**config.mk**
```make
export PLATFORM = sky130hd
export DESIGN_NAME = slmc_lock_mute
export DESIGN_NICKNAME = d
export VERILOG_FILES = /design/src/include/slmc_pkg.sv /design/src/slmc_lock_mute.sv
export VERILOG_INCLUDE_DIRS = /design/src /design/src/include
export SDC_FILE = /design/constraint.sdc
export NUM_CORES = 1
export LEC_CHECK = 0
export ABC_AREA = 0
export BUFFER_PORTS_ARGS = -buffer_cell sky130_fd_sc_hd__buf_2
export CELL_PAD_IN_SITES_DETAIL_PLACEMENT = 1
export CELL_PAD_IN_SITES_GLOBAL_PLACEMENT = 1
export CORE_MARGIN = 2
export CORE_UTILIZATION = 43
export DETAILED_ROUTE_END_ITERATION = 16
export GPL_TIMING_DRIVEN = 0
export PLACE_DENSITY_LB_ADDON = 0.2
export SYNTH_ARGS = -nofsm -noshare
export SYNTH_HDL_FRONTEND = slang
export SYNTH_SLANG_ARGS = --single-unit
export TNS_END_PERCENT = 30
```
**constraint.sdc**
```tcl
create_clock -name clk -period 11.4 [get_ports clk]
set_input_delay 2.28 -clock clk [delete_from_list [all_inputs] [get_ports clk]]
set_output_delay 2.28 -clock clk [all_outputs]
set_load 0.1 [all_outputs]
```
**src/include/slmc_defs.svh**
```systemverilog
`ifndef SLMC_DEFS_SVH
`define SLMC_DEFS_SVH

// printed offsets are not multiples of four: they are register indices
`define SLMC_IDX_LOCK_FLAGS   16'hf580
`define SLMC_IDX_MUTE_CONTROL 16'hf581
// extra registers for the interrupt block
`define SLMC_IDX_IRQ_STATUS   16'hf582
`define SLMC_IDX_IRQ_MASK     16'hf583

`define SLMC_LOCK_FLAGS_RESET 16'h0000
`define SLMC_MUTE_RESET       16'h0000
`define SLMC_IRQ_MASK_RESET   16'h0000

`define SLMC_MUTE_MANUAL_LSB  0
`define SLMC_MUTE_RAMP0_BIT   8
`define SLMC_MUTE_RAMP1_BIT   9
`define SLMC_MUTE_AUTO_BIT    10
`define SLMC_MUTE_WMASK       16'h07ff

// irq status layout: [7:0] lock gained, [15:8] lock lost
`define SLMC_IRQ_GAIN_LSB     0
`define SLMC_IRQ_LOSS_LSB     8

`define SLMC_RAMP_SAMPLES     2048
`define SLMC_GAIN_FULL        12'h800

`endif

```
**src/include/slmc_pkg.sv**
```systemverilog
package slmc_pkg;

  typedef logic [11:0] slmc_gain_t;

  typedef struct packed {
    logic [7:0] rateSet;
    logic [7:0] inputStable;
    logic [7:0] ratioDone;
  } slmc_lock_cond_t;

  typedef struct packed {
    logic [7:0] manualMute;
    logic [1:0] rampDisable;
    logic       autoMute;
  } slmc_mute_ctrl_t;

  typedef enum logic [1:0] {
    SLMC_IDLE   = 2'b00,
    SLMC_ACCESS = 2'b01
  } slmc_apb_state_t;

endpackage : slmc_pkg

```
**src/slmc_lock_mute.sv**
```systemverilog
`timescale 1ns/1ps
`include "slmc_defs.svh"

// Behaviour
// - eight lock flags, bit n is pair n
// - lock needs rate, stable input, ratio
// - lock flags read-only, reset zero
// - low byte holds per-pair manual mutes
// - bits 8, 9 disable group ramping
// - mute and unmute gain moves linearly
// - ramp lasts 2048 input samples
// - bit 10 auto-mutes unlocked pairs
// - auto mute ramps, never steps
// - regained lock unmutes through ramp
// - manual mute overrides auto behaviour
// - bit 10 clear: manual mute only
// - bit 8 pairs 0-3, bit 9 pairs 4-7
// - group disable bit keeps outputs active
module slmc_lock_mute (
  input  wire logic                     clk,
  input  wire logic                     rst,
  input  wire logic                     psel,
  input  wire logic                     penable,
  input  wire logic                     pwrite,
  input  wire logic [31:0]              paddr,
  input  wire logic [31:0]              pwdata,
  input  wire logic [3:0]               pstrb,
  output logic      [31:0]              prdata,
  output logic                          pready,
  output logic                          pslverr,
  input  wire slmc_pkg::slmc_lock_cond_t lockCond,
  input  wire logic [7:0]               sampleTick,
  output logic      [8*12-1:0]          pairGain,
  output logic      [7:0]               pairMuted,
  output logic                          irq
);

  // ======================================================================
  // input synchronisers (converter status comes from other domains)
  // ======================================================================
  logic [23:0] condMeta_r;
  logic [23:0] condSync_r;
  logic [7:0]  tickMeta_r;
  logic [7:0]  tickSync_r;
  logic [7:0]  tickPrev_r;

  always_ff @(posedge clk or posedge rst) begin
    if (rst) begin
      condMeta_r <= 24'h000000;
      condSync_r <= 24'h000000;
      tickMeta_r <= 8'h00;
      tickSync_r <= 8'h00;
      tickPrev_r <= 8'h00;
    end else begin
      condMeta_r <= lockCond;
      condSync_r <= condMeta_r;
      tickMeta_r <= sampleTick;
      tickSync_r <= tickMeta_r;
      tickPrev_r <= tickSync_r;
    end
  end

  slmc_pkg::slmc_lock_cond_t condS;
  logic [7:0] sampleStep;
  assign condS      = condSync_r;
  // each input sample toggles its tick line, so either edge is one sample
  assign sampleStep = tickSync_r ^ tickPrev_r;

  // ======================================================================
  // lock flags and mute targets
  // ======================================================================
  logic [7:0] lock_r;
  logic [7:0] lock_nxt;
  logic [7:0] manual_r;
  logic [7:0] manual_nxt;
  logic [1:0] rampDis_r;
  logic [1:0] rampDis_nxt;
  logic       autoMute_r;
  logic       autoMute_nxt;

  always_comb begin
    lock_nxt = condS.rateSet & condS.inputStable & condS.ratioDone;
  end

  function automatic logic groupDis(input logic [1:0] dis, input int pair);
    groupDis = (pair < 4) ? dis[0] : dis[1];
  endfunction : groupDis

  logic [7:0] wantMute;
  always_comb begin
    for (int i = 0; i < 8; i++) begin
      if (groupDis(rampDis_r, i)) begin
        wantMute[i] = 1'b0;
      end else if (manual_r[i]) begin
        wantMute[i] = 1'b1;
      end else begin
        wantMute[i] = autoMute_r & ~lock_r[i];
      end
    end
  end

  // ======================================================================
  // per-pair linear gain ramps
  // ======================================================================
  slmc_pkg::slmc_gain_t gain_r   [8];
  slmc_pkg::slmc_gain_t gain_nxt [8];

  always_comb begin
    for (int i = 0; i < 8; i++) begin
      gain_nxt[i] = gain_r[i];
      if (groupDis(rampDis_r, i)) begin
        gain_nxt[i] = `SLMC_GAIN_FULL;
      end else if (sampleStep[i]) begin
        // direction follows the live target, so a reversal starts at the current gain
        if (wantMute[i] && gain_r[i] != 12'h000) begin
          gain_nxt[i] = gain_r[i] - 12'h001;
        end else if (!wantMute[i] && gain_r[i] != `SLMC_GAIN_FULL) begin
          gain_nxt[i] = gain_r[i] + 12'h001;
        end
      end
    end
  end

  always_ff @(posedge clk or posedge rst) begin
    if (rst) begin
      for (int i = 0; i < 8; i++) begin
        gain_r[i] <= `SLMC_GAIN_FULL;
      end
    end else begin
      for (int i = 0; i < 8; i++) begin
        gain_r[i] <= gain_nxt[i];
      end
    end
  end

  // ======================================================================
  // apb slave, one wait state, index*4 byte addressing
  // ======================================================================
  slmc_pkg::slmc_apb_state_t apbState_r;
  slmc_pkg::slmc_apb_state_t apbState_nxt;
  logic [31:0] prdata_nxt;
  logic        pready_nxt;
  logic        pslverr_nxt;
  logic [15:0] irqStat_r;
  logic [15:0] irqStat_nxt;
  logic [15:0] irqMask_r;
  logic [15:0] irqMask_nxt;
  logic        irq_nxt;

  function automatic logic isIdx(input logic [31:0] a, input logic [15:0] idx);
    isIdx = (a[1:0] == 2'b00) && (a[31:2] == {14'h0000, idx});
  endfunction : isIdx

  logic        accPhase;
  logic        wrHit;
  logic        rdHit;
  logic [15:0] wrData;
  assign accPhase = psel && penable && apbState_r == slmc_pkg::SLMC_ACCESS;
  assign wrHit    = accPhase && pwrite;
  assign rdHit    = accPhase && !pwrite;

  function automatic logic [15:0] mergeStrb(input logic [15:0] old, input logic [31:0] wd, input logic [3:0] st);
    mergeStrb = {st[1] ? wd[15:8] : old[15:8], st[0] ? wd[7:0] : old[7:0]};
  endfunction : mergeStrb

  logic [15:0] muteWord;
  assign muteWord = {5'h00, autoMute_r, rampDis_r, manual_r};
  assign wrData   = mergeStrb(muteWord, pwdata, pstrb);

  logic [7:0] lockGain;
  logic [7:0] lockLoss;
  assign lockGain = lock_nxt & ~lock_r;
  assign lockLoss = ~lock_nxt & lock_r;

  always_comb begin
    apbState_nxt = apbState_r;
    prdata_nxt   = 32'h00000000;
    pready_nxt   = 1'b0;
    pslverr_nxt  = 1'b0;
    manual_nxt   = manual_r;
    rampDis_nxt  = rampDis_r;
    autoMute_nxt = autoMute_r;
    irqMask_nxt  = irqMask_r;
    irqStat_nxt  = irqStat_r;
    unique case (apbState_r)
      slmc_pkg::SLMC_IDLE: begin
        if (psel && !penable) begin
          apbState_nxt = slmc_pkg::SLMC_ACCESS;
        end
      end
      slmc_pkg::SLMC_ACCESS: begin
        pready_nxt   = !pready;
        apbState_nxt = pready ? slmc_pkg::SLMC_IDLE : slmc_pkg::SLMC_ACCESS;
        if (isIdx(paddr, `SLMC_IDX_LOCK_FLAGS)) begin
          prdata_nxt = {24'h000000, lock_r};
        end else if (isIdx(paddr, `SLMC_IDX_MUTE_CONTROL)) begin
          prdata_nxt = {16'h0000, muteWord};
          if (wrHit && pready) begin
            manual_nxt   = wrData[7:0];
            rampDis_nxt  = {wrData[`SLMC_MUTE_RAMP1_BIT], wrData[`SLMC_MUTE_RAMP0_BIT]};
            autoMute_nxt = wrData[`SLMC_MUTE_AUTO_BIT];
          end
        end else if (isIdx(paddr, `SLMC_IDX_IRQ_STATUS)) begin
          prdata_nxt = {16'h0000, irqStat_r};
          if (rdHit && pready) begin
            // clear only what was reported, so an event after the answer survives
            irqStat_nxt = irqStat_r & ~prdata[15:0];
          end
        end else if (isIdx(paddr, `SLMC_IDX_IRQ_MASK)) begin
          prdata_nxt = {16'h0000, irqMask_r};
          if (wrHit && pready) begin
            irqMask_nxt = mergeStrb(irqMask_r, pwdata, pstrb);
          end
        end else begin
          pslverr_nxt = !pready;
        end
        if (pready) begin
          prdata_nxt = 32'h00000000;
        end
      end
      default: apbState_nxt = slmc_pkg::SLMC_IDLE;
    endcase
    // new events win over the read clear
    irqStat_nxt = irqStat_nxt | {lockLoss, lockGain};
    irq_nxt     = |(irqStat_nxt & irqMask_nxt);
  end

  always_ff @(posedge clk or posedge rst) begin
    if (rst) begin
      apbState_r <= slmc_pkg::SLMC_IDLE;
      prdata     <= 32'h00000000;
      pready     <= 1'b0;
      pslverr    <= 1'b0;
      lock_r     <= 8'(`SLMC_LOCK_FLAGS_RESET);
      {autoMute_r, rampDis_r, manual_r} <= 11'(`SLMC_MUTE_RESET);
      irqStat_r  <= 16'h0000;
      irqMask_r  <= `SLMC_IRQ_MASK_RESET;
      irq        <= 1'b0;
    end else begin
      apbState_r <= apbState_nxt;
      prdata     <= prdata_nxt;
      pready     <= pready_nxt;
      pslverr    <= pslverr_nxt;
      lock_r     <= lock_nxt;
      manual_r   <= manual_nxt;
      rampDis_r  <= rampDis_nxt;
      autoMute_r <= autoMute_nxt;
      irqStat_r  <= irqStat_nxt;
      irqMask_r  <= irqMask_nxt;
      irq        <= irq_nxt;
    end
  end

  // ======================================================================
  // gain and mute outputs
  // ======================================================================
  logic [8*12-1:0] pairGain_nxt;
  logic [7:0]      pairMuted_nxt;
  always_comb begin
    for (int i = 0; i < 8; i++) begin
      pairGain_nxt[i*12 +: 12] = gain_nxt[i];
      pairMuted_nxt[i]         = (gain_nxt[i] == 12'h000);
    end
  end

  always_ff @(posedge clk or posedge rst) begin
    if (rst) begin
      pairGain  <= {8{`SLMC_GAIN_FULL}};
      pairMuted <= 8'h00;
    end else begin
      pairGain  <= pairGain_nxt;
      pairMuted <= pairMuted_nxt;
    end
  end
endmodule : slmc_lock_mute

```
==> flow_summary_export.csv, run 1 <==
group,metric,value,unit
setup_path,cp_top_family,"simple AND/OR/NAND/NOR gates",
die,io_pins,244,
synth,synth_top_area_share,47.0,%
setup_path,r2r-end,"pairMuted[6]$_DFF_PP0_",
die,die_h,176,µm
pwr,power.internal,0.00190,W
synth,synth.distinct_cells,81,
routing,drt_wl_total,38.9,mm
setup_path,r2r_cells,9,
clock_network,post_cts_buffers,0,
sta,rsz0062_at_grt,"no",
pwr,clockPowerShare,25.1,%
die,core_area,29400,µm²
die,die_width,176,µm
routing,post_drt_wl_per_cell,20.1,µm
pwr,combPwrFrac,43.1,%
placement,port_buffers,207,
synth,syn_area,12700,µm²
die,fp-row-count,63,
synth,syn_inst,1261,
global_route,antenna_found_initial,4,
routing,wl_met3,2.03,mm
global_route,grt_max_degree,129,
setup_path,r2r_slack,7840,ps
global_route,grt_pass1_wl,62.6,mm
min_path,hold_path_class,"flip-flop to flip-flop",
setup_path,slowest_stage,"clkbuf_1",
clock_network,cts_tree,"built",
synth,dominantRegCellSynth,"dfrtp_1",
synth,async_flop_share,100,%
synth,synth-warning-count,0,
sta,worst_pin_slew,920,ps
pwr,power.leakage,7.00,nW
die,initial_core_util,43.3,%
sta,max_freq,193,MHz
pwr,switching_share,48.1,%
clock_network,cts_buffers,29,
routing,drc,0,
synth,synth.most_common_cell,"dfrtp_1",
routing,met1_length,16.9,mm
synth,post_synth.cell_area_avg,10.1,µm²
setup_path,arrival,5620,ps
setup_path,path_class,"primary input to flip-flop",
synth,synth_top_cells_by_area,"dfrtp_1 47%, xnor2_1 4.7%, nor2_1 4.3%",
sta,setup_viol,0,
layout,area_growth,20.2,%
min_path,holdPathStages,0,
clock_network,hold_buffers,0,
clock_network,htree_levels,1,
routing,drtIter0Drc,703,
min_path,min_from,"condMeta_r[18]$_DFF_PP0_",
clock_network,root_buffer,"clkbuf_16",
setup_path,r2r_start,"autoMute_r$_DFFE_PP0P_",
sta,holdWs,346,ps
routing,num_vias,11000,
setup_path,crit_buf_inv,2,
global_route,gr-total-overflow,0,
synth,yosys_register_bits,247,
synth,synth_edf_count,0,
pwr,switchingPower,0.00176,W
clock_network,worstSkewPairLatency,560,ps
die,fp.dieArea,31000,µm²
setup_path,path_max_fanout,8,
job,max-cap-violations,0,
placement,gp_congestion,0.881,
synth,synth_top_area_cell,"dfrtp_1",
setup_path,crit_top_cell,"nand4_1",
pwr,peakVddDrop,0.241,mV
routing,drt_first_pass_iters,5,
clock_network,clkTransAtPathRegs,60,ps
placement,hpwl,28.3,mm
setup_path,end_kind,"flip-flop",
sta,final_max_slew_viol_count,0,
sta,slew_headroom,38.2,%
synth,ys_seq_area_share,48.6,%
setup_path,worstPathRequired,11820,ps
setup_path,worstPathCellList,"buf_2 -> nor4_1 -> nand4_1 -> nor4bb_1 -> clkbuf_1 -> mux2_2 -> a22o_1 -> a221oi_1 -> and4_1 -> nand4_1",
routing,viasPerCell,5.71,
sta,clock_skew,14.5,ps
pwr,power.density,239,nW/µm²
setup_path,start_kind,"primary input",
sta,post-route-period-util,45.6,%
outcome,status,"complete, no violations",
layout,fin_nets,1637,
layout,utilization,52.1,%
routing,ant_nets,0,
routing,wl_met2,19.1,mm
clock_network,post_cts_resized,0,
setup_path,cpPeakStageDelay,530,ps
clock_network,clockBufferDepth,3,
sta,finalHoldViolations,0,
global_route,track_usage,25.1,%
global_route,grt_pass1_vias,11500,
layout,drive_gt1_share,23.1,%
pwr,seq_power_share,31.9,%
clock_network,cts_sinks,247,
routing,top_layer_used,"met5",
synth,synth_common_cells,"239 x dfrtp_1, 146 x nor2_1, 69 x xnor2_1",
sta,layout_min_cycle_time,5190,ps
min_path,min_to,"condS[18]$_DFF_PP0_",
==> state kept, by name, indices dropped and copies added (netlist names) <==
| signal | cells |
|---|---|
| apbState_r | 1 |
| autoMute_r | 1 |
| condMeta_r | 24 |
| condS | 24 |
| gain_r | 1 |
| irq | 1 |
| irqMask_r | 16 |
| irqStat_r | 16 |
| lock_r | 8 |
| manual_r | 8 |
| pairGain | 95 |
| pairMuted | 8 |
| prdata | 16 |
| pready | 1 |
| pslverr | 1 |
| rampDis_r | 2 |
| tickMeta_r | 8 |
| tickPrev_r | 8 |
| tickSync_r | 8 |
==> through the flow <==
| step | instances | setup TNS (ps) | setup WS [ps] | cell area (µm²) | total power, W |
|---|---|---|---|---|---|
| 6_report | 1932 | 0 | 6210 | 15300 | 0.00366 |
| 5_1_grt | 1930 | 0 | 5990 | 15300 | 0.00384 |
| 4_1_cts | 1929 | 0 | 6200 | 15300 | 0.00368 |
| 3_3_place_gp | 1873 | -94420 | -417 | 14300 | 0.00272 |
| 2_1_floorplan | 1276 | 0 | 2350 | 12800 | 0.00242 |
| 3_5_place_dp | 1875 | 0 | 5730 | 14400 | 0.00275 |
==> layer usage <==
metal | GRT usage, % | up-vias
met1 | 33.6 | 5620
met4 | 5.65 | 2
met5 | 0 | -
met2 | 42.8 | 264
met3 | 4.31 | 53
li1 | - | 5100
==> power by group through the flow <==
stage / clock, W / sequential [W] / combinational, W
global placement: 0 / 0.00117 / 0.00154
detailed placement: 0 / 0.00118 / 0.00157
CTS: 0.000940 / 0.00116 / 0.00158
finish: 0.000917 / 0.00117 / 0.00158
global route: 0.000974 / 0.00119 / 0.00167
floorplan: 0 / 0.00186 / 0.000561
==> cells in the final DEF (no fill, tap or decap), drive strengths merged, types with 7 or more instances in the layout <==
cell,count
nor4,34
dfrtp,239
o21ai,44
clkinv,9
nand2,61
nor2b,18
nor4b,8
or4,9
buf,230
a22o,13
nor2,146
nand4,42
inv,41
and2,11
o22ai,9
a21oi,37
nand3,45
ha,16
nor3b,8
xor2,26
mux2i,13
nor3,33
clkbuf,89
a221oi,9
o21a,8
a211oi,13
a22oi,14
a21o,7
or3,20
dfstp,8
mux2,40
nand2b,7
a31oi,14
and3,30
o2bb2ai,7
conb,16
xnor2,69
==> cells by family after synthesis <==
family                   count (synthesis)  synth area share (%)
AND/OR/NAND/NOR                        508                  21.4
adder cells (fa/ha/maj)                 16                  1.57
flip-flops                             247                  48.6
other                                    1                0.0294
buffers and inverters                  108                  3.71
AO/OA/AOI/OAI                          228                  12.6
XOR/XNOR                                95                  6.53
multiplexers                            58                  5.47
==> final cells by class <==
cell class                      instances  area (µm²)
Antenna cell                            3        7.51
Buffer                                 68         323
Clock buffer                           42         815
Clock inverter                         12         136
Fill cell                            3441       14100
Inverter                               40         158
Multi-Input combinational cell        921        6130
Sequential cell                       247        6190
Tap cell                              390         488
Timing Repair Buffer                  209        1070
==> how the worst max path moves through the flow <==
stage | from | to | slack, ps | depth (start not counted)
floorplan | rst | apbState_r[0]$_DFFE_PP0P_ | 2350 | 1
global placement | rst | pairGain[3]$_DFF_PP0_ | -420 | 2
detailed placement | paddr[26] | irq$_DFF_PP0_ | 5730 | 10
CTS | paddr[26] | irq$_DFF_PP0_ | 6200 | 10
global route | paddr[1] | irq$_DFF_PP0_ | 5990 | 10
finish | paddr[18] | irq$_DFF_PP0_ | 6210 | 10
(Power assumes the default switching activity.)
==> run 2, diff against run 1 <==
CORE_UTILIZATION = 39   (was 43)
clock period = 4.6 ns   (was 11.4 ns; I/O delays follow)
==> run 2 against run 1 <==
Net effect:
- via count decreased by 1.6%
- utilization decreased by 4.0 points
- clock power increased to 2.7 times the previous value
- worst hold slack got worse by 79 ps
- critical endpoint unchanged
- sequential power increased by 150%
- critical path depth unchanged
- setup slack got worse by 5400 ps
- first-iteration DRC count decreased by 12%
- flip-flop and latch count unchanged
- non-clock buffer count increased by 5
- combinational power increased by 150%
- cell area increased by 1.7%
==> flow_summary_export.csv, run 2 (synthesis results as in run 1) <==
group,metric,value,unit
clock_network,htree_levels,1,
clock_network,clockBufferDepth,3,
sta,rsz0062_at_grt,"no",
sta,post-route-period-util,83.1,%
clock_network,cts_tree,"built",
setup_path,r2r_cells,11,
clock_network,worstSkewPairLatency,570,ps
setup_path,r2r_start,"pairGain[84]$_DFF_PP0_",
clock_network,cts_sinks,247,
routing,drc,0,
setup_path,end_kind,"flip-flop",
die,initial_core_util,39.3,%
clock_network,clkTransAtPathRegs,60,ps
placement,port_buffers,207,
routing,drtIter0Drc,620,
outcome,status,"complete, no violations",
sta,finalHoldViolations,0,
layout,fin_nets,1642,
die,io_pins,244,
min_path,hold_path_class,"primary input to asynchronous set/reset pin",
placement,hpwl,29.0,mm
global_route,gr-total-overflow,0,
routing,drt_first_pass_iters,5,
setup_path,path_max_fanout,8,
sta,worst_pin_slew,974,ps
layout,final_common_cell,"dfrtp_1",
die,fp.dieArea,34100,µm²
job,max-cap-violations,0,
global_route,grt_pass1_vias,11100,
die,fp-row-count,66,
setup_path,worstPathRequired,4990,ps
die,die_width,185,µm
sta,finalSetupTns,0,ps
routing,drt_wl_total,38.8,mm
global_route,antenna_found_initial,8,
routing,post_drt_wl_per_cell,19.5,µm
sta,max_freq,262,MHz
setup_path,path_class,"primary input to flip-flop",
pwr,peakVddDrop,0.490,mV
clock_network,post_cts_buffers,0,
clock_network,hold_buffers,0,
layout,top_register,"pairGain",
clock_network,root_buffer,"clkbuf_16",
layout,largest_register_ff_count,95,
sta,final_max_slew_viol_count,0,
layout,final_cell_mix,"239 x dfrtp_1, 207 x buf_2, 146 x nor2_1, 69 x xnor2_1, 61 x nand2_1",
sta,clock_skew,10.5,ps
setup_path,r2r-end,"pairMuted[7]$_DFF_PP0_",
global_route,track_usage,22.7,%
routing,viasPerCell,5.46,
pwr,power.density,595,nW/µm²
setup_path,start_kind,"primary input",
pwr,power.leakage,7.07,nW
layout,drive_gt1_share,23.7,%
sta,slew_headroom,34.6,%
global_route,grt_pass1_wl,61.2,mm
setup_path,r2r_slack,990,ps
sta,layout_min_cycle_time,3820,ps
sta,holdWs,267,ps
routing,num_vias,10900,
die,core_area,32400,µm²
setup_path,arrival,4220,ps
clock_network,cts_buffers,29,
layout,area_growth,22.3,%
global_route,grt_max_degree,42,
placement,gp_congestion,0.879,
clock_network,post_cts_resized,0,
die,die_h,185,µm
routing,ant_nets,0,
sta,setup_viol,0,
==> run 2: final cells by class <==
class,instances,area [µm²]
Fill cell,3694,16800
Sequential cell,247,6190
Multi-Input combinational cell,921,6130
Timing Repair Buffer,214,1180
Clock buffer,35,778
Tap cell,442,553
Buffer,68,323
Clock inverter,18,249
Inverter,40,154
Antenna cell,6,15.0
==> run 2: routing by layer <==
metal | wire (µm) | GRT usage (%)
met2 | 18800 | 38.3
met5 | 28 | 0
met1 | 17300 | 30.4
met3 | 1920 | 3.68
met4 | 736 | 5.68
==> run 2: where the power goes <==
part	internal (W)	switching (W)
Combinational	0.000908	0.00300
Sequential	0.00246	0.000428
Clock	0.00149	0.000973
Total	0.00487	0.00440
==> run 2: how the worst max path moves through the flow <==
stage / from / endpoint / slack, ps / cells past startpoint
3_3_place_gp: rst / pairGain[3]$_DFF_PP0_ / -1120 / 2
2_1_floorplan: rst / apbState_r[0]$_DFFE_PP0P_ / 440 / 1
3_5_place_dp: paddr[8] / irq$_DFF_PP0_ / 260 / 10
5_1_grt: paddr[8] / irq$_DFF_PP0_ / 540 / 10
6_report: paddr[8] / irq$_DFF_PP0_ / 780 / 10
4_1_cts: paddr[8] / irq$_DFF_PP0_ / 760 / 10
==> run 2: stage by stage <==
| stage | setup WS, ps | power [W] | utilization, % | instances | cell area (µm²) |
|---|---|---|---|---|---|
| after global routing | 542 | 0.00973 | 48.1 | 1989 | 15600 |
| after global placement | -1120 | 0.00675 | 44.4 | 1925 | 14400 |
| after floorplan | 441 | 0.00600 | - | 1276 | 12800 |
| after CTS | 762 | 0.00933 | 48.1 | 1985 | 15600 |
| after detailed placement | 261 | 0.00683 | 44.9 | 1932 | 14500 |
| final | 776 | 0.00927 | 48.1 | 1991 | 15600 |
==> run 2: worst max-delay path, stage by stage <==
cell and delay (ps):
buf_2 90, nor4bb_1 320, nand4_1 440, nor4bb_1 410, clkbuf_1 490, mux2_2 420, a22o_1 220, a221oi_1 460
and4_1 280, nand4_1 160
